--- config.mk ---
export PLATFORM = sky130hd
export DESIGN_NAME = slm_dev_flat
export DESIGN_NICKNAME = d
export VERILOG_FILES = /design/src/rtl/slm_pkg.sv /design/src/rtl/slm_cfg_if.sv /design/src/rtl/slm_dev.sv /design/src/flat_wrapper.sv
export SDC_FILE = /design/constraint.sdc
export NUM_CORES = 1
export LEC_CHECK = 0
export BUFFER_PORTS_ARGS = -buffer_cell sky130_fd_sc_hd__buf_4
export CAP_MARGIN = 20
export CORE_MARGIN = 8
export CORE_UTILIZATION = 30
export DETAILED_ROUTE_END_ITERATION = 6
export GPL_TIMING_DRIVEN = 1
export PLACE_DENSITY_LB_ADDON = 0.15
export SYNTH_ARGS = -nofsm -noshare
export SYNTH_HDL_FRONTEND = slang
export SYNTH_SLANG_ARGS = --single-unit
--- constraint.sdc ---
create_clock -name mclk -period 5 [get_ports mclk]
set_input_delay 0.5 -clock mclk [delete_from_list [all_inputs] [get_ports mclk]]
set_output_delay 0.5 -clock mclk [all_outputs]
set_load 0.03 [all_outputs]
--- src/rtl/slm_pkg.sv ---
package slm_pkg;
   // ----------------------------------------
   // register addresses
   // ----------------------------------------
   localparam logic [11:0] ADDR_STATUS = 12'h030;
   localparam logic [11:0] ADDR_LINK_CTRL = 12'h300;
   localparam logic [11:0] ADDR_LANE = 12'h453;
   localparam logic [11:0] ADDR_OCTETS = 12'h454;
   localparam logic [11:0] ADDR_FRAMES_MF = 12'h455;
   localparam logic [11:0] ADDR_CONV = 12'h456;
   localparam logic [11:0] ADDR_RES = 12'h457;
   localparam logic [11:0] ADDR_SUBCLASS = 12'h458;
   localparam logic [11:0] ADDR_VERSION = 12'h459;
   localparam logic [11:0] ADDR_DENSITY = 12'h45a;
   localparam logic [11:0] ADDR_DESKEW = 12'h46c;
   localparam logic [11:0] ADDR_OCTETS_DIRECT = 12'h476;
   localparam logic [11:0] ADDR_LANE_EN = 12'h47d;

   // ----------------------------------------
   // index of each config register in the bank
   // ----------------------------------------
   localparam int NUM_CFG = 11;
   localparam logic [3:0] IDX_LANE = 4'h0;
   localparam logic [3:0] IDX_OCTETS = 4'h1;
   localparam logic [3:0] IDX_FRAMES_MF = 4'h2;
   localparam logic [3:0] IDX_CONV = 4'h3;
   localparam logic [3:0] IDX_RES = 4'h4;
   localparam logic [3:0] IDX_SUBCLASS = 4'h5;
   localparam logic [3:0] IDX_VERSION = 4'h6;
   localparam logic [3:0] IDX_DENSITY = 4'h7;
   localparam logic [3:0] IDX_DESKEW = 4'h8;
   localparam logic [3:0] IDX_OCTETS_DIRECT = 4'h9;
   localparam logic [3:0] IDX_LANE_EN = 4'ha;
   localparam logic [3:0] IDX_NONE = 4'hf;

   // ----------------------------------------
   // field positions and values
   // ----------------------------------------
   localparam int SCRAMBLE_BIT = 7;
   localparam int DENSITY_BIT = 7;
   localparam int DUAL_LINK_BIT = 3;
   localparam int STATUS_LMFS_BIT = 3;
   localparam int STATUS_K_BIT = 2;
   localparam int STATUS_SUBCLASS_BIT = 1;
   localparam logic [7:0] CFG_RESET = 8'h00;
   localparam logic [4:0] FRAMES_16 = 5'h0f;
   localparam logic [4:0] FRAMES_32 = 5'h1f;
   localparam logic [7:0] RES_VALUE = 8'h0f;
   localparam logic [4:0] SAMPLE_WIDTH_16 = 5'h0f;
   localparam logic [2:0] SUBCLASS_0 = 3'h0;
   localparam logic [2:0] SUBCLASS_1 = 3'h1;
   localparam logic [2:0] VERSION_B = 3'h1;
   localparam logic [3:0] PROG_LAST_STEP = 4'hb;

   // ----------------------------------------
   // per-mode settings, counts stored minus one
   // ----------------------------------------
   typedef struct packed {
      logic [4:0] lanes_m1;
      logic [7:0] octets_m1;
      logic [7:0] conv_m1;
      logic [4:0] samples_m1;
      logic high_density;
      logic [7:0] lane_mask;
   } slm_mode_t;

   localparam slm_mode_t MODE2 = '{5'h03, 8'h01, 8'h03, 5'h00, 1'b0, 8'h0f};
   localparam slm_mode_t MODE3 = '{5'h01, 8'h03, 8'h03, 5'h00, 1'b0, 8'h03};
   localparam slm_mode_t MODE4 = '{5'h03, 8'h00, 8'h01, 5'h00, 1'b1, 8'h0f};
   localparam slm_mode_t MODE5 = '{5'h03, 8'h01, 8'h01, 5'h01, 1'b0, 8'h0f};

   // supported {lanes, octets, converters, samples}; first four cannot run dual link
   localparam int NUM_LEGAL = 9;
   localparam int NUM_SINGLE_ONLY = 4;
   localparam logic [25:0] LEGAL_LMFS [NUM_LEGAL] = '{
      {5'h07, 8'h00, 8'h03, 5'h00}, {5'h07, 8'h01, 8'h03, 5'h01},
      {5'h03, 8'h01, 8'h03, 5'h00}, {5'h01, 8'h03, 8'h03, 5'h00},
      {5'h03, 8'h00, 8'h01, 5'h00}, {5'h03, 8'h01, 8'h01, 5'h01},
      {5'h01, 8'h01, 8'h01, 5'h00}, {5'h00, 8'h03, 8'h01, 5'h00},
      {5'h01, 8'h00, 8'h00, 5'h00}};
endpackage : slm_pkg

--- src/rtl/slm_cfg_if.sv ---
`timescale 1ns/100ps
interface slm_cfg_if;
   logic [11:0] addr;
   logic [7:0] wdata;
   logic wr;
   logic rd;
   logic [7:0] rdata;
   logic rvalid;

   modport dev (input addr, input wdata, input wr, input rd, output rdata, output rvalid);
   modport prog (output addr, output wdata, output wr, output rd, input rdata, input rvalid);
endinterface : slm_cfg_if

--- src/rtl/slm_dev.sv ---
`timescale 1ns/100ps
module slm_dev (
   // clock and reset
   input wire logic mclk,
   input wire logic rst,
   // register port
   slm_cfg_if.dev bus,
   // decoded link settings
   output logic descramble_en,
   output logic [5:0] lane_count,
   output logic [8:0] octets_per_frame,
   output logic [5:0] frames_per_mf,
   output logic [8:0] converter_count,
   output logic [2:0] subclass,
   output logic [5:0] samples_per_conv,
   output logic high_density,
   output logic [7:0] deskew_mask,
   output logic [7:0] lane_enable,
   output logic dual_link_select,
   // configuration check
   output logic cfg_check
);
   logic [7:0] cfg_q [slm_pkg::NUM_CFG];
   logic [7:0] cfg_d [slm_pkg::NUM_CFG];
   logic dual_q, dual_d;
   logic [7:0] rdata_q, rdata_d;
   logic rvalid_q, rvalid_d;
   logic [7:0] status_q, status_d;
   logic [3:0] idx;

   // ----------------------------------------
   // address decode
   // ----------------------------------------
   function automatic logic [3:0] cfg_index(input logic [11:0] a);
      case (a)
         slm_pkg::ADDR_LANE: return slm_pkg::IDX_LANE;
         slm_pkg::ADDR_OCTETS: return slm_pkg::IDX_OCTETS;
         slm_pkg::ADDR_FRAMES_MF: return slm_pkg::IDX_FRAMES_MF;
         slm_pkg::ADDR_CONV: return slm_pkg::IDX_CONV;
         slm_pkg::ADDR_RES: return slm_pkg::IDX_RES;
         slm_pkg::ADDR_SUBCLASS: return slm_pkg::IDX_SUBCLASS;
         slm_pkg::ADDR_VERSION: return slm_pkg::IDX_VERSION;
         slm_pkg::ADDR_DENSITY: return slm_pkg::IDX_DENSITY;
         slm_pkg::ADDR_DESKEW: return slm_pkg::IDX_DESKEW;
         slm_pkg::ADDR_OCTETS_DIRECT: return slm_pkg::IDX_OCTETS_DIRECT;
         slm_pkg::ADDR_LANE_EN: return slm_pkg::IDX_LANE_EN;
         default: return slm_pkg::IDX_NONE;
      endcase
   endfunction : cfg_index

   // ----------------------------------------
   // register bank access
   // ----------------------------------------
   // a read in the same cycle as a write returns the old value
   always_comb begin
      idx = cfg_index(bus.addr);
      for (int i = 0; i < slm_pkg::NUM_CFG; i++) begin
         cfg_d[i] = cfg_q[i];
      end
      dual_d = dual_q;
      rvalid_d = bus.rd;
      rdata_d = 8'h00;
      if (bus.wr) begin
         if (idx != slm_pkg::IDX_NONE) begin
            cfg_d[idx] = bus.wdata;
         end else if (bus.addr == slm_pkg::ADDR_LINK_CTRL) begin
            dual_d = bus.wdata[slm_pkg::DUAL_LINK_BIT];
         end
      end
      // unmapped reads return zero; the status register ignores writes
      if (bus.rd) begin
         if (idx != slm_pkg::IDX_NONE) begin
            rdata_d = cfg_q[idx];
         end else if (bus.addr == slm_pkg::ADDR_LINK_CTRL) begin
            rdata_d = 8'h00;
            rdata_d[slm_pkg::DUAL_LINK_BIT] = dual_q;
         end else if (bus.addr == slm_pkg::ADDR_STATUS) begin
            rdata_d = status_q;
         end
      end
   end

   // ----------------------------------------
   // configuration check
   // ----------------------------------------
   logic [25:0] lmfs;
   logic legal, single_only, lmfs_bad;
   always_comb begin
      lmfs = {cfg_q[slm_pkg::IDX_LANE][4:0], cfg_q[slm_pkg::IDX_OCTETS],
              cfg_q[slm_pkg::IDX_CONV], cfg_q[slm_pkg::IDX_VERSION][4:0]};
      legal = 1'b0;
      single_only = 1'b0;
      for (int i = 0; i < slm_pkg::NUM_LEGAL; i++) begin
         if (lmfs == slm_pkg::LEGAL_LMFS[i]) begin
            legal = 1'b1;
            single_only = (i < slm_pkg::NUM_SINGLE_ONLY);
         end
      end
      // direct count must equal octets field plus one
      lmfs_bad = !legal || (cfg_q[slm_pkg::IDX_OCTETS_DIRECT] != 8'(cfg_q[slm_pkg::IDX_OCTETS] + 8'h01));
      if (dual_q && single_only) begin
         lmfs_bad = 1'b1;
      end
      status_d = 8'h00;
      status_d[slm_pkg::STATUS_LMFS_BIT] = lmfs_bad;
      status_d[slm_pkg::STATUS_K_BIT] = (cfg_q[slm_pkg::IDX_FRAMES_MF][4:0] != slm_pkg::FRAMES_16) &&
                                        (cfg_q[slm_pkg::IDX_FRAMES_MF][4:0] != slm_pkg::FRAMES_32);
      status_d[slm_pkg::STATUS_SUBCLASS_BIT] = cfg_q[slm_pkg::IDX_SUBCLASS][7:5] > slm_pkg::SUBCLASS_1;
   end

   // ----------------------------------------
   // decoded settings, one cycle behind the bank
   // ----------------------------------------
   logic descr_d, hd_d;
   logic [5:0] lanes_d, frames_d, samples_d;
   logic [8:0] octets_d, conv_d;
   always_comb begin
      descr_d = cfg_q[slm_pkg::IDX_LANE][slm_pkg::SCRAMBLE_BIT];
      lanes_d = 6'(cfg_q[slm_pkg::IDX_LANE][4:0]) + 6'h01;
      octets_d = 9'(cfg_q[slm_pkg::IDX_OCTETS]) + 9'h001;
      frames_d = 6'(cfg_q[slm_pkg::IDX_FRAMES_MF][4:0]) + 6'h01;
      conv_d = 9'(cfg_q[slm_pkg::IDX_CONV]) + 9'h001;
      samples_d = 6'(cfg_q[slm_pkg::IDX_VERSION][4:0]) + 6'h01;
      hd_d = cfg_q[slm_pkg::IDX_DENSITY][slm_pkg::DENSITY_BIT];
   end

   // ----------------------------------------
   // state registers
   // ----------------------------------------
   always_ff @(posedge mclk or posedge rst) begin
      if (rst) begin
         for (int i = 0; i < slm_pkg::NUM_CFG; i++) begin
            cfg_q[i] <= slm_pkg::CFG_RESET;
         end
         dual_q <= 1'b0;
         rdata_q <= 8'h00;
         rvalid_q <= 1'b0;
         status_q <= 8'h00;
         descramble_en <= 1'b0;
         lane_count <= 6'h00;
         octets_per_frame <= 9'h000;
         frames_per_mf <= 6'h00;
         converter_count <= 9'h000;
         subclass <= 3'h0;
         samples_per_conv <= 6'h00;
         high_density <= 1'b0;
         deskew_mask <= 8'h00;
         lane_enable <= 8'h00;
         dual_link_select <= 1'b0;
         cfg_check <= 1'b0;
      end else begin
         for (int i = 0; i < slm_pkg::NUM_CFG; i++) begin
            cfg_q[i] <= cfg_d[i];
         end
         dual_q <= dual_d;
         rdata_q <= rdata_d;
         rvalid_q <= rvalid_d;
         status_q <= status_d;
         descramble_en <= descr_d;
         lane_count <= lanes_d;
         octets_per_frame <= octets_d;
         frames_per_mf <= frames_d;
         converter_count <= conv_d;
         subclass <= cfg_q[slm_pkg::IDX_SUBCLASS][7:5];
         samples_per_conv <= samples_d;
         high_density <= hd_d;
         deskew_mask <= cfg_q[slm_pkg::IDX_DESKEW];
         lane_enable <= cfg_q[slm_pkg::IDX_LANE_EN];
         dual_link_select <= dual_q;
         cfg_check <= status_q[slm_pkg::STATUS_LMFS_BIT];
      end
   end

   assign bus.rdata = rdata_q;
   assign bus.rvalid = rvalid_q;
endmodule : slm_dev

--- src/flat_wrapper.sv ---
// flat-port wrapper written by rule: the top's interface ports become plain ports
module slm_dev_flat 
  (mclk, rst, descramble_en, lane_count, octets_per_frame, frames_per_mf, converter_count, subclass, samples_per_conv, high_density, deskew_mask, lane_enable, dual_link_select, cfg_check, bus_addr, bus_wdata, bus_wr, bus_rd, bus_rdata, bus_rvalid);
  slm_cfg_if bus_i ();
  input wire logic mclk;
  input wire logic rst;
  output logic descramble_en;
  output logic [5:0] lane_count;
  output logic [8:0] octets_per_frame;
  output logic [5:0] frames_per_mf;
  output logic [8:0] converter_count;
  output logic [2:0] subclass;
  output logic [5:0] samples_per_conv;
  output logic high_density;
  output logic [7:0] deskew_mask;
  output logic [7:0] lane_enable;
  output logic dual_link_select;
  output logic cfg_check;
  input wire logic [$bits(bus_i.addr)-1:0] bus_addr;
  input wire logic [$bits(bus_i.wdata)-1:0] bus_wdata;
  input wire logic [$bits(bus_i.wr)-1:0] bus_wr;
  input wire logic [$bits(bus_i.rd)-1:0] bus_rd;
  output wire logic [$bits(bus_i.rdata)-1:0] bus_rdata;
  output wire logic [$bits(bus_i.rvalid)-1:0] bus_rvalid;
  assign bus_i.addr = bus_addr;
  assign bus_i.wdata = bus_wdata;
  assign bus_i.wr = bus_wr;
  assign bus_i.rd = bus_rd;
  assign bus_rdata = bus_i.rdata;
  assign bus_rvalid = bus_i.rvalid;
  slm_dev u_core (.mclk(mclk), .rst(rst), .bus(bus_i), .descramble_en(descramble_en), .lane_count(lane_count), .octets_per_frame(octets_per_frame), .frames_per_mf(frames_per_mf), .converter_count(converter_count), .subclass(subclass), .samples_per_conv(samples_per_conv), .high_density(high_density), .deskew_mask(deskew_mask), .lane_enable(lane_enable), .dual_link_select(dual_link_select), .cfg_check(cfg_check));
endmodule
==> metrics.log, run 1 <==
INFO  metric clock_tree.buffer_depth = 2
INFO  metric final_hold_viol_count = 0
INFO  metric hold_path_class = input pin to async pin
INFO  metric path_cells = buf_4 -> and4bb_1 -> nand2_2 -> nor3_4 -> o31ai_4 -> or4b_4 -> nor2_8 -> mux2_4
INFO  metric finalNetCount = 727
INFO  metric count_of_port_buffers_added_during_placement = 91
INFO  metric layout.cells.non_filler = 1030
INFO  metric place_hpwl = 16300 um
INFO  metric clock_tree_from_tritoncts = built
INFO  metric post-route-period-util = 0.596
INFO  metric timing_worst_slew_pin_value = 0.850 ns
INFO  metric combinational_share_of_power = 0.041
INFO  metric yosysTopAreaCell = sky130_fd_sc_hd__dfrtp_1
INFO  metric clkPwrFrac = 0.483
INFO  metric critical-path-slowest-cell = sky130_fd_sc_hd__or4b_4
INFO  metric timing_max_transition_violations_final = 0
INFO  metric first_global_vias = 5566
INFO  metric place_inst = 999
INFO  metric grt_first_pass_wirelength = 35000 um
INFO  metric filler_cell_count = 2380
INFO  metric initial_detailed_routing_violation_count = 356
INFO  metric antenna_left = 0
INFO  metric yosysMostFrequentCell = sky130_fd_sc_hd__dfrtp_1
INFO  metric totalWireLength = 22500 um
INFO  metric drt_first_pass_iters = 4
INFO  metric cts.sink_count = 160
INFO  metric maxSlewHeadroom = 0.431
INFO  metric cp_launch_type = input pin
INFO  metric overflow = 0
INFO  metric critPathKind = input pin to register
INFO  metric synth.lib_cells_used.distinct = 72
INFO  metric floorplan.die.width = 174 um
INFO  metric cts.hold.buffers_added = 0
INFO  metric top_level_ports = 92
INFO  metric cts_made_buffers = 17
INFO  metric globalplace.congestion = 0.840
INFO  metric cts_root_buffer = sky130_fd_sc_hd__clkbuf_16
INFO  metric unrepaired_setup_endpoints_after_global_routing = false
INFO  metric netSwitchingFraction = 0.219
INFO  metric synth-edff-count = 0
INFO  metric post_cts.resized_instances = 0
INFO  metric vias_per_instance = 5.06
INFO  metric detailedPlace.worstSlack = 1.58 ns
INFO  metric synth_top_cells_by_area = sky130_fd_sc_hd__dfrtp_1 54%, sky130_fd_sc_hd__mux2_2 11%, sky130_fd_sc_hd__mux2_4 3.2%
INFO  metric chipHeight = 174 um
INFO  metric cts.reportedPaths.clkPinSlew = 0.06 ns
INFO  metric async_flop_share = 1.00
INFO  metric timing.critical_path.required = 5.31 ns
INFO  metric antenna_found_initial = 0
INFO  metric floorplan.initialDensity = 0.306
INFO  metric leakage = 4.34 nW
INFO  metric cts.repair_timing.setup_buffer_count = 0
INFO  metric yosys_warnings = 0
INFO  metric power_frac_seq = 0.476
INFO  metric syn-instance-count = 608
INFO  metric layout-area-overhead-vs-synth = 21.4%
INFO  metric mappedNetlistArea = 7460 um^2
INFO  metric switching_power = 0.599 mW
INFO  metric grt_util_all_layers = 0.152
INFO  metric report.power.total = 2.74 mW
INFO  metric intPower = 2.14 mW
INFO  metric whs = 0.217 ns
INFO  metric setup_total_negative_slack = 0 ns
INFO  metric area_of_the_core = 24400 um^2
INFO  metric syn-num-nets = 641
INFO  metric fin_skew = 0.00913 ns
INFO  metric setup-violations-final = 0
INFO  metric layout.core_utilization = 0.371
INFO  metric dpl-instance-area = 8460 um^2
INFO  metric maximum_clock_frequency = 0.335 GHz
INFO  metric clkLatencyLatePin = 0.42 ns
INFO  metric pwr_density_cell = 302 nW/um^2
INFO  metric ctsHtreeMaxLevel = 4
INFO  metric final_antenna_diode_count = 0
INFO  metric rows = 57
INFO  metric timing.final.ws_setup = 2.02 ns
INFO  metric grt_start_max_net_pins = 84
INFO  metric synthesis.area_per_instance = 12.3 um^2
INFO  metric drive_gt1_frac = 0.341
INFO  metric fin_crit = 2.98 ns
INFO  metric drv.max_cap_violation_count = 0
INFO  metric worst_ir_drop_vdd = 0.172 mV
INFO  metric worst_path_largest_cell_delay = 0.63 ns
INFO  metric most_frequently_used_flop_master_after_synthesis = sky130_fd_sc_hd__dfrtp_1
INFO  metric num_vias = 5215
INFO  metric path_max_fanout = 10
INFO  metric postLayoutCellArea = 9060 um^2
INFO  metric crit_arrival = 3.29 ns
INFO  metric die_area = 30200 um^2
INFO  metric synthDominantCellAreaShare = 0.537
INFO  metric critical_path.endpoint_type = register
INFO  metric outcome = completed
INFO  metric wire_per_inst = 21.8 um
INFO  metric yosysSeqAreaShare = 0.537
INFO  metric postSynthRegisterBits = 160
INFO  metric synth.cells.most_frequent = 160 x sky130_fd_sc_hd__dfrtp_1, 76 x sky130_fd_sc_hd__mux2_2, 51 x sky130_fd_sc_hd__nand2_1, 26 x sky130_fd_sc_hd__nor2_1, 22 x sky130_fd_sc_hd__xnor2_1
INFO  metric post-route-drc-count = 0
==> power by group through the flow <==
stage	registers, mW	logic (mW)	clock network (mW)
2_1_floorplan	1.33	0.0616	0
3_3_place_gp	1.33	0.115	0
3_5_place_dp	1.33	0.116	0
4_1_cts	1.30	0.116	1.37
5_1_grt	1.30	0.126	1.42
6_report	1.30	0.113	1.32
==> cell families (layout without fill, tap and decap cells) <==
group                      after synthesis  count (layout)  synth area share
DFF                                    160             160             0.537
muxes                                  110             110             0.172
buffers and inverters                   45             143            0.0260
AOI/OAI and AO/OA                       76              76            0.0728
adders and majority gates                9               9            0.0151
xor gates and xnor gates                31              31            0.0364
and+or+nand+nor                        177             177             0.141
==> registers in the layout, summed over array words and instances (netlist names), 3 cells and up <==
signal,cells
u_core.subclass,3
u_core.converter_count,9
u_core.bus.rdata,8
u_core.frames_per_mf,6
u_core.deskew_mask,8
u_core.lane_enable,8
u_core.cfg_q,88
u_core.lane_count,6
u_core.octets_per_frame,9
u_core.samples_per_conv,6
u_core.status_q,3
==> critical path: cells and delay by family <==
family / cells / cell delay [ns]
compound gates: 1 / 0.22
buf+inv: 1 / 0.11
mux: 1 / 0.32
simple gates: 5 / 2.13
==> cells in the final DEF (no fill, tap or decap), types with 14 or more instances in the layout <==
cell type / instances
sky130_fd_sc_hd__dfrtp_1: 160
sky130_fd_sc_hd__buf_4: 95
sky130_fd_sc_hd__mux2_2: 76
sky130_fd_sc_hd__nand2_1: 51
sky130_fd_sc_hd__nor2_1: 26
sky130_fd_sc_hd__xnor2_1: 22
sky130_fd_sc_hd__nand3_1: 19
sky130_fd_sc_hd__clkbuf_16: 17
sky130_fd_sc_hd__a21oi_1: 16
sky130_fd_sc_hd__mux2_4: 16
sky130_fd_sc_hd__inv_1: 14
sky130_fd_sc_hd__mux2i_1: 14
==> area by class of cell <==
| cell class | count | area, um^2 | area share |
|---|---|---|---|
| inverter | 16 | 65.1 | 0.00718 |
| sequential | 160 | 4000 | 0.442 |
| multi-input combinational | 403 | 3260 | 0.360 |
| clock inverter | 9 | 134 | 0.0148 |
| tap | 324 | 405 | 0.0448 |
| timing repair buffer | 96 | 724 | 0.0800 |
| clock buffer | 22 | 464 | 0.0512 |
==> metal layers <==
| metal | routed length (um) | global-route usage | vias up |
|---|---|---|---|
| met5 | 0 | 0 | - |
| met4 | 467 | 0.0520 | 0 |
| met3 | 1610 | 0.0453 | 27 |
| met2 | 10500 | 0.245 | 169 |
| met1 | 9850 | 0.191 | 2652 |
| li1 | - | - | 2367 |
==> path summary, 6_finish.rpt <==
kind | startpoint | endpoint | slack (ns) | depth (start not counted)
min | rst | u_core.frames_per_mf[0]$_DFF_PP0_ | 0.22 | 2
min reg2reg | u_core.cfg_q[1]$_DFFE_PP0P_ | u_core.lane_enable[1]$_DFF_PP0_ | 0.42 | 0
min in group mclk | bus_rd | u_core.bus.rvalid$_DFF_PP0_ | 0.27 | 1
max reg2reg | u_core.cfg_q[32]$_DFFE_PP0P_ | u_core.status_q[3]$_DFF_PP0_ | 2.78 | 8
max in group asynchronous | rst | u_core.cfg_q[74]$_DFFE_PP0P_ | 3.74 | 3
max | bus_addr[11] | u_core.cfg_q[83]$_DFFE_PP0P_ | 2.02 | 8
(Power assumes the default switching activity.)
==> run 2: changes to the inputs <==
--- a/config.mk
+++ b/config.mk
@@ -5,6 +5,7 @@
 export SDC_FILE = /design/constraint.sdc
 export NUM_CORES = 1
 export LEC_CHECK = 0
+export ABC_AREA = 1
 export BUFFER_PORTS_ARGS = -buffer_cell sky130_fd_sc_hd__buf_4
 export CAP_MARGIN = 20
 export CORE_MARGIN = 8
==> constraint.sdc (replaced) <==
create_clock -name mclk -period 2.88 [get_ports mclk]
set_input_delay 0.288 -clock mclk [delete_from_list [all_inputs] [get_ports mclk]]
set_output_delay 0.288 -clock mclk [all_outputs]
set_load 0.03 [all_outputs]
==> run 2 against run 1 <==
  * Synthesized cell count is 38% higher
  * First-iteration DRC count is 44% higher
  * Via count grew 13%
  * Register-to-register slack got worse by 2.1 ns
  * Worst hold slack lost 0.13 ns
  * Largest power group is now registers
  * Global-route usage about the same
  * Flip-flop and latch count is the same
  * Sequential power grew 73%
  * Setup slack got worse by 1.4 ns
==> metrics.log, run 2 <==
INFO  metric most-common-layout-cells = 207 x sky130_fd_sc_hd__nand2_1, 160 x sky130_fd_sc_hd__dfrtp_1, 95 x sky130_fd_sc_hd__buf_4
INFO  metric rows = 58
INFO  metric top_level_ports = 92
INFO  metric path_max_fanout = 5
INFO  metric worst-path-buf-inv = 1
INFO  metric first_global_vias = 6100
INFO  metric synth-edff-count = 0
INFO  metric floorplan.initialDensity = 0.301
INFO  metric drive_gt1_frac = 0.202
INFO  metric mostFrequentLayoutCell = sky130_fd_sc_hd__nand2_1
INFO  metric yosysTopAreaCell = sky130_fd_sc_hd__dfrtp_1
INFO  metric grt_util_all_layers = 0.151
INFO  metric place_hpwl = 16000 um
INFO  metric most_frequently_used_flop_master_after_synthesis = sky130_fd_sc_hd__dfrtp_1
INFO  metric clkPwrFrac = 0.480
INFO  metric synth_top_cells_by_area = sky130_fd_sc_hd__dfrtp_1 54%, sky130_fd_sc_hd__nand2_1 10%, sky130_fd_sc_hd__o21ai_0 6.2%
INFO  metric num_vias = 5888
INFO  metric intPower = 3.50 mW
INFO  metric critical_path.endpoint_type = register
INFO  metric path_cells = inv_1 -> nor2_1 -> nand3_1 -> or2_2 -> o21ai_0 -> nand3_1 -> nand2_1 -> nand2_1 -> nand2_1 -> nand3_1 -> nand2_1 -> nand3_1 -> nand2_1 -> nand4_1
INFO  metric switching_power = 1.12 mW
INFO  metric clock_tree_from_tritoncts = built
INFO  metric path_delay_family = simple AND/OR/NAND/NOR gates
INFO  metric die_area = 30200 um^2
INFO  metric clkLatencyLatePin = 0.43 ns
INFO  metric initial_detailed_routing_violation_count = 513
INFO  metric async_flop_share = 1.00
INFO  metric grt_start_max_net_pins = 161
INFO  metric synth.lib_cells_used.distinct = 37
INFO  metric yosys_warnings = 0
INFO  metric synth.cells.most_frequent = 207 x sky130_fd_sc_hd__nand2_1, 160 x sky130_fd_sc_hd__dfrtp_1, 92 x sky130_fd_sc_hd__o21ai_0, 89 x sky130_fd_sc_hd__inv_1, 49 x sky130_fd_sc_hd__nand3_1
INFO  metric fin_skew = 0.00944 ns
INFO  metric syn-num-nets = 874
INFO  metric post-route-period-util = 0.773
INFO  metric cp_launch_type = register
INFO  metric clock_tree.buffer_depth = 2
INFO  metric critical-path-slowest-cell = sky130_fd_sc_hd__dfrtp_1
INFO  metric timing_max_transition_violations_final = 0
INFO  metric antenna_left = 0
INFO  metric reg.largest.list = u_core.cfg_q: 88 flops, u_core.converter_count: 9 flops, u_core.octets_per_frame: 9 flops
INFO  metric wire_per_inst = 17.5 um
INFO  metric unrepaired_setup_endpoints_after_global_routing = false
INFO  metric cts_root_buffer = sky130_fd_sc_hd__clkbuf_16
INFO  metric count_of_port_buffers_added_during_placement = 91
INFO  metric timing.critical_path.required = 3.14 ns
INFO  metric cts.reportedPaths.clkPinSlew = 0.07 ns
INFO  metric timing_worst_slew_pin_value = 0.906 ns
INFO  metric yosysSeqAreaShare = 0.535
INFO  metric globalplace.congestion = 0.855
INFO  metric outcome = completed
INFO  metric footprint_of_the_multi_input_gates = 2900 um^2
INFO  metric setup_total_negative_slack = 0 ns
INFO  metric postLayoutCellArea = 9020 um^2
INFO  metric pwr_density_cell = 512 nW/um^2
INFO  metric cts.repair_timing.setup_buffer_count = 0
INFO  metric totalWireLength = 22300 um
INFO  metric combinational_share_of_power = 0.034
INFO  metric antenna_found_initial = 1
INFO  metric postSynthRegisterBits = 160
INFO  metric ctsHtreeMaxLevel = 4
INFO  metric leakage = 4.47 nW
INFO  metric worst_path_largest_cell_delay = 0.44 ns
INFO  metric layout-area-overhead-vs-synth = 20.6%
INFO  metric final_antenna_diode_count = 0
INFO  metric finalNetCount = 962
INFO  metric syn-instance-count = 841
INFO  metric crit_arrival = 2.49 ns
INFO  metric registers.top_by_ff_count = u_core.cfg_q
INFO  metric chipHeight = 174 um
INFO  metric drv.max_cap_violation_count = 0
INFO  metric floorplan.die.width = 174 um
INFO  metric vias_per_instance = 4.63
INFO  metric post_cts.resized_instances = 0
INFO  metric area_of_the_core = 24800 um^2
INFO  metric final_hold_viol_count = 0
INFO  metric layout.cells.non_filler = 1272
INFO  metric post-route-drc-count = 0
INFO  metric synthesis.area_per_instance = 8.90 um^2
INFO  metric power_frac_seq = 0.487
INFO  metric number_of_flip_flops_under_the_largest_register_name = 88
INFO  metric maxSlewHeadroom = 0.396
INFO  metric netSwitchingFraction = 0.243
INFO  metric hold_path_class = input pin to register
INFO  metric maximum_clock_frequency = 0.449 GHz
INFO  metric synthDominantCellAreaShare = 0.535
INFO  metric dpl-instance-area = 8430 um^2
INFO  metric drt_first_pass_iters = 7
INFO  metric critPathKind = register to register
INFO  metric setup-violations-final = 0
INFO  metric cpMostUsedCell = sky130_fd_sc_hd__nand2_1
INFO  metric grt_first_pass_wirelength = 35400 um
INFO  metric filler_cell_count = 2597
INFO  metric cts_made_buffers = 17
INFO  metric yosysMostFrequentCell = sky130_fd_sc_hd__nand2_1
INFO  metric overflow = 0
INFO  metric place_inst = 1239
INFO  metric mappedNetlistArea = 7480 um^2
INFO  metric seqCellArea = 4000 um^2
INFO  metric fin_crit = 2.23 ns
INFO  metric worst_ir_drop_vdd = 0.282 mV
INFO  metric cts.sink_count = 160
==> run 2: cell types whose count changed in the layout (fill, tap and decap cells not counted), sizes merged, moves of 6 or more <==
cell	change
o21ai	+109
nand2b	-7
inv	+88
nand4	+15
nand2	+171
a21oi	-6
nand3	+32
mux2	-96
xnor2	-17
xor2	+9
mux2i	-14
nor2	+22
==> run 2: area by class of cell <==
type / instances / share of cell area
Clock buffer: 17 / 0.0471
Clock inverter: 15 / 0.0171
Inverter: 99 / 0.0430
Multi-Input combinational cell: 554 / 0.321
Sequential cell: 160 / 0.444
Tap cell: 330 / 0.0458
Timing Repair Buffer: 97 / 0.0824
==> run 2: final timing paths <==
| path | start | endpoint | slack (ns) | cells past startpoint |
|---|---|---|---|---|
| worst min register to register | u_core.dual_q$_DFFE_PP0P_ | u_core.dual_link_select$_DFF_PP0_ | 0.39 | 0 |
| worst max register to register | u_core.cfg_q[72]$_DFFE_PP0P_ | u_core.status_q[3]$_DFF_PP0_ | 0.65 | 14 |
| worst max-delay path | u_core.cfg_q[72]$_DFFE_PP0P_ | u_core.status_q[3]$_DFF_PP0_ | 0.65 | 14 |
| worst min-delay path | bus_wdata[3] | u_core.dual_q$_DFFE_PP0P_ | 0.09 | 3 |
| min in group asynchronous | rst | u_core.cfg_q[78]$_DFFE_PP0P_ | 0.12 | 3 |
| max in group asynchronous | rst | u_core.bus.rdata[1]$_DFF_PP0_ | 2.10 | 3 |
==> run 2: per-stage QoR <==
stage / utilization / worst slack, ns / hold WS [ns] / total power [mW]
floorplan: - / 0.563 / 0.319 / 2.37
detailed placement: 0.340 / 0.446 / 0.378 / 2.45
CTS: 0.364 / 0.668 / 0.0704 / 4.69
global route: 0.364 / 0.517 / 0.101 / 4.80
global placement: 0.340 / 0.448 / 0.369 / 2.45
finish: 0.364 / 0.652 / 0.0871 / 4.62
==> run 2: metal layers <==
metal  GRT usage  vias up  wire length [um]
met5           0        -                 0
met4      0.0474        0               434
met3      0.0356       28               946
met2       0.240      141             10200
met1       0.202     2806             10700
li1            -     2913                 -
==> run 2: power by group through the flow <==
stage               Combinational (mW)  Clock, mW  Sequential [mW]
global placement                 0.161          0             2.29
finish                           0.155       2.22             2.25
detailed placement               0.160          0             2.29
CTS                              0.161       2.28             2.25
floorplan                       0.0792          0             2.29
global route                     0.176       2.38             2.25
==> run 2: kinds of logic after synthesis <==
| kind of cell | synth area share |
|---|---|
| compound gates | 0.107 |
| xor+xnor | 0.0269 |
| fa+ha+maj | 0.0151 |
| buf+inv | 0.0778 |
| flops | 0.535 |
| simple gates | 0.238 |
==> run 2: worst register-to-register path: stages, from the launching register on <==
cell and delay, ns:
sky130_fd_sc_hd__dfrtp_1 0.44, sky130_fd_sc_hd__inv_1 0.16, sky130_fd_sc_hd__nor2_1 0.16, sky130_fd_sc_hd__nand3_1 0.14
sky130_fd_sc_hd__or2_2 0.30, sky130_fd_sc_hd__o21ai_0 0.10, sky130_fd_sc_hd__nand3_1 0.10, sky130_fd_sc_hd__nand2_1 0.06
sky130_fd_sc_hd__nand2_1 0.04, sky130_fd_sc_hd__nand2_1 0.06, sky130_fd_sc_hd__nand3_1 0.06, sky130_fd_sc_hd__nand2_1 0.08
sky130_fd_sc_hd__nand3_1 0.07, sky130_fd_sc_hd__nand2_1 0.12, sky130_fd_sc_hd__nand4_1 0.17
==> run 2: timing repair <==
action / 4_1_cts / 5_1_grt
setup endpoints to repair: 0 / 0
hold endpoints to repair: 1 / 0
hold buffers: 1 / 0
==> run 3: changes to the inputs <==
==> constraint.sdc (replaced) <==
create_clock -name mclk -period 2.07 [get_ports mclk]
set_input_delay 0.207 -clock mclk [delete_from_list [all_inputs] [get_ports mclk]]
set_output_delay 0.207 -clock mclk [all_outputs]
set_load 0.03 [all_outputs]
==> run 3 against run 2 <==
  * Sequential share of layout area decreased by 3.8 points
  * Setup slack worse by 0.47 ns
  * Global-route usage rose by 0.21 points
  * Combinational power is 65% higher
  * Utilization increased by 3.4 points
  * Via count up 4.2%
  * Largest cell class unchanged
  * Largest power group is now clock
==> metrics.log, run 3 (synthesis results as in run 2) <==
INFO  metric timing_max_transition_violations_final = 0
INFO  metric drive_gt1_frac = 0.277
INFO  metric antenna_left = 0
INFO  metric most-common-layout-cells = 206 x sky130_fd_sc_hd__nand2_1, 173 x sky130_fd_sc_hd__buf_4, 159 x sky130_fd_sc_hd__dfrtp_1
INFO  metric antenna_found_initial = 0
INFO  metric worst_r2r_startpoint = u_core.cfg_q[72]$_DFFE_PP0P_
INFO  metric place_inst = 1322
INFO  metric grt_start_max_net_pins = 45
INFO  metric area_of_the_core = 24800 um^2
INFO  metric path_cells = buf_4 -> ha_1 -> xor2_1 -> nor4_2 -> nand3b_1 -> nor4_2 -> nand4_1
INFO  metric top_level_ports = 92
INFO  metric critPathKind = register to register
INFO  metric postLayoutCellArea = 9870 um^2
INFO  metric worst-path-buf-inv = 1
INFO  metric chipHeight = 174 um
INFO  metric reg2reg_capture_point = u_core.status_q[3]$_DFF_PP0_
INFO  metric critical_path_cell_count = 7
INFO  metric cpMostUsedCell = sky130_fd_sc_hd__nor4_2
INFO  metric drt_first_pass_iters = 5
INFO  metric die_area = 30200 um^2
INFO  metric num_vias = 6133
INFO  metric reg.largest.list = u_core.cfg_q: 88 flops, u_core.converter_count: 9 flops, u_core.octets_per_frame: 9 flops
INFO  metric final_antenna_diode_count = 0
INFO  metric post-route-period-util = 0.910
INFO  metric path_delay_family = simple AND/OR/NAND/NOR gates
INFO  metric critical_path.endpoint_type = register
INFO  metric crit_arrival = 2.16 ns
INFO  metric cp_launch_type = register
INFO  metric setup-violations-final = 0
INFO  metric post-route-drc-count = 0
INFO  metric groute.layer.met3.usage = 0.0299
INFO  metric timing.final.ws_setup = 0.186 ns
INFO  metric vias_per_instance = 4.51
INFO  metric report.power.total = 6.58 mW
INFO  metric floorplan.die.width = 174 um
INFO  metric grt_first_pass_wirelength = 36300 um
INFO  metric rrSetupSlack = 0.19 ns
INFO  metric path_max_fanout = 3
INFO  metric final_hold_viol_count = 0
INFO  metric cts.sink_count = 160
INFO  metric globalplace.congestion = 0.857
INFO  metric ctsHtreeMaxLevel = 4
INFO  metric maxSlewHeadroom = 0.573
INFO  metric rows = 58
INFO  metric detailedPlace.worstSlack = -0.184 ns
INFO  metric overflow = 0
INFO  metric top_usage_layer = met2
INFO  metric initial_detailed_routing_violation_count = 575
INFO  metric grt_util_all_layers = 0.154
INFO  metric whs = 0.184 ns
INFO  metric clock_tree.buffer_depth = 2
INFO  metric timing_worst_slew_pin_value = 0.640 ns
INFO  metric layout-area-overhead-vs-synth = 31.9%
INFO  metric finalNetCount = 1051
INFO  metric outcome = completed
INFO  metric layout.cells.non_filler = 1361
INFO  metric registers.top_by_ff_count = u_core.cfg_q
INFO  metric worst_path_largest_cell_delay = 0.39 ns
INFO  metric number_of_flip_flops_under_the_largest_register_name = 88
INFO  metric critPathLaunch = u_core.cfg_q[72]$_DFFE_PP0P_
INFO  metric maximum_clock_frequency = 0.531 GHz
INFO  metric floorplan.initialDensity = 0.301
INFO  metric count_of_port_buffers_added_during_placement = 91
INFO  metric cts_root_buffer = sky130_fd_sc_hd__clkbuf_16
INFO  metric r2r_cells = 7
INFO  metric critical-path-slowest-cell = sky130_fd_sc_hd__dfrtp_1
INFO  metric first_global_vias = 6265
INFO  metric layout.core_utilization = 0.398
INFO  metric fin_skew = 0.0111 ns
INFO  metric mostFrequentLayoutCell = sky130_fd_sc_hd__nand2_1
INFO  metric worst_setup_path_endpoint = u_core.status_q[3]$_DFF_PP0_
INFO  metric wire_per_inst = 16.6 um
INFO  metric fin_crit = 1.88 ns
INFO  metric clock_tree_from_tritoncts = built
INFO  metric worst_ir_drop_vdd = 0.444 mV
INFO  metric setup_total_negative_slack = 0 ns
INFO  metric leakage = 4.97 nW
INFO  metric clkLatencyLatePin = 0.43 ns
INFO  metric place_hpwl = 17300 um
INFO  metric timing.critical_path.required = 2.35 ns
INFO  metric dpl-instance-area = 9170 um^2
INFO  metric totalWireLength = 22600 um
INFO  metric pwr_density_cell = 666 nW/um^2
INFO  metric groute.layer.met1.usage = 0.208
INFO  metric cts.reportedPaths.clkPinSlew = 0.07 ns
INFO  metric hold_path_class = input pin to register
INFO  metric grtUsageMet2 = 0.242
INFO  metric drv.max_cap_violation_count = 0
INFO  metric cts_made_buffers = 17
## run 3: cell count changes in the layout (fill, tap and decap cells not counted), sizes merged
cell / change
bufinv: +1
clkinv: -1
dlygate4sd3: +2
buf: +87
## run 3: area by class of cell
| class | count | area (um^2) |
|---|---|---|
| fill | 2541 | 15000 |
| sequential | 160 | 4010 |
| multi-input combinational | 554 | 2930 |
| timing repair buffer | 186 | 1530 |
| clock buffer | 17 | 425 |
| tap | 330 | 413 |
| inverter | 99 | 388 |
| clock inverter | 15 | 175 |
## run 3: worst min-delay path by stage
stage,from,slack [ns],depth (start not counted),to
2_1_floorplan,bus_rd,0.24,0,u_core.bus.rvalid$_DFF_PP0_
5_1_grt,bus_wr,0.19,4,u_core.dual_q$_DFFE_PP0P_
6_report,bus_wr,0.18,4,u_core.dual_q$_DFFE_PP0P_
4_1_cts,bus_wr,0.17,4,u_core.dual_q$_DFFE_PP0P_
3_5_place_dp,rst,0.32,2,u_core.cfg_q[14]$_DFFE_PP0P_
3_3_place_gp,rst,0.32,2,u_core.cfg_q[14]$_DFFE_PP0P_
## run 3: metal layers
layer	up-vias	wire, um
met5	-	0
met4	0	472
met3	27	1010
met2	147	10300
met1	2879	10800
li1	3080	-
## run 3: tightest hold or removal path, cell delays in order
cell                      delay, ns
sky130_fd_sc_hd__buf_4         0.11
sky130_fd_sc_hd__nor3b_1       0.14
sky130_fd_sc_hd__nand2_1       0.05
sky130_fd_sc_hd__o21ai_0       0.07
## run 3: where the power goes
part | switching, mW | internal (mW)
Combinational | 0.174 | 0.0815
Clock | 1.38 | 1.81
Sequential | 0.000484 | 3.13
Total | 1.56 | 5.02
## run 3: what timing repair did
action                                  4_1_cts  5_1_grt
gates resized for setup                       0       12
endpoints found under the hold margin        17        0
endpoints found under the setup margin        0        1
hold buffers                                  3        0
buffers inserted                              0        4
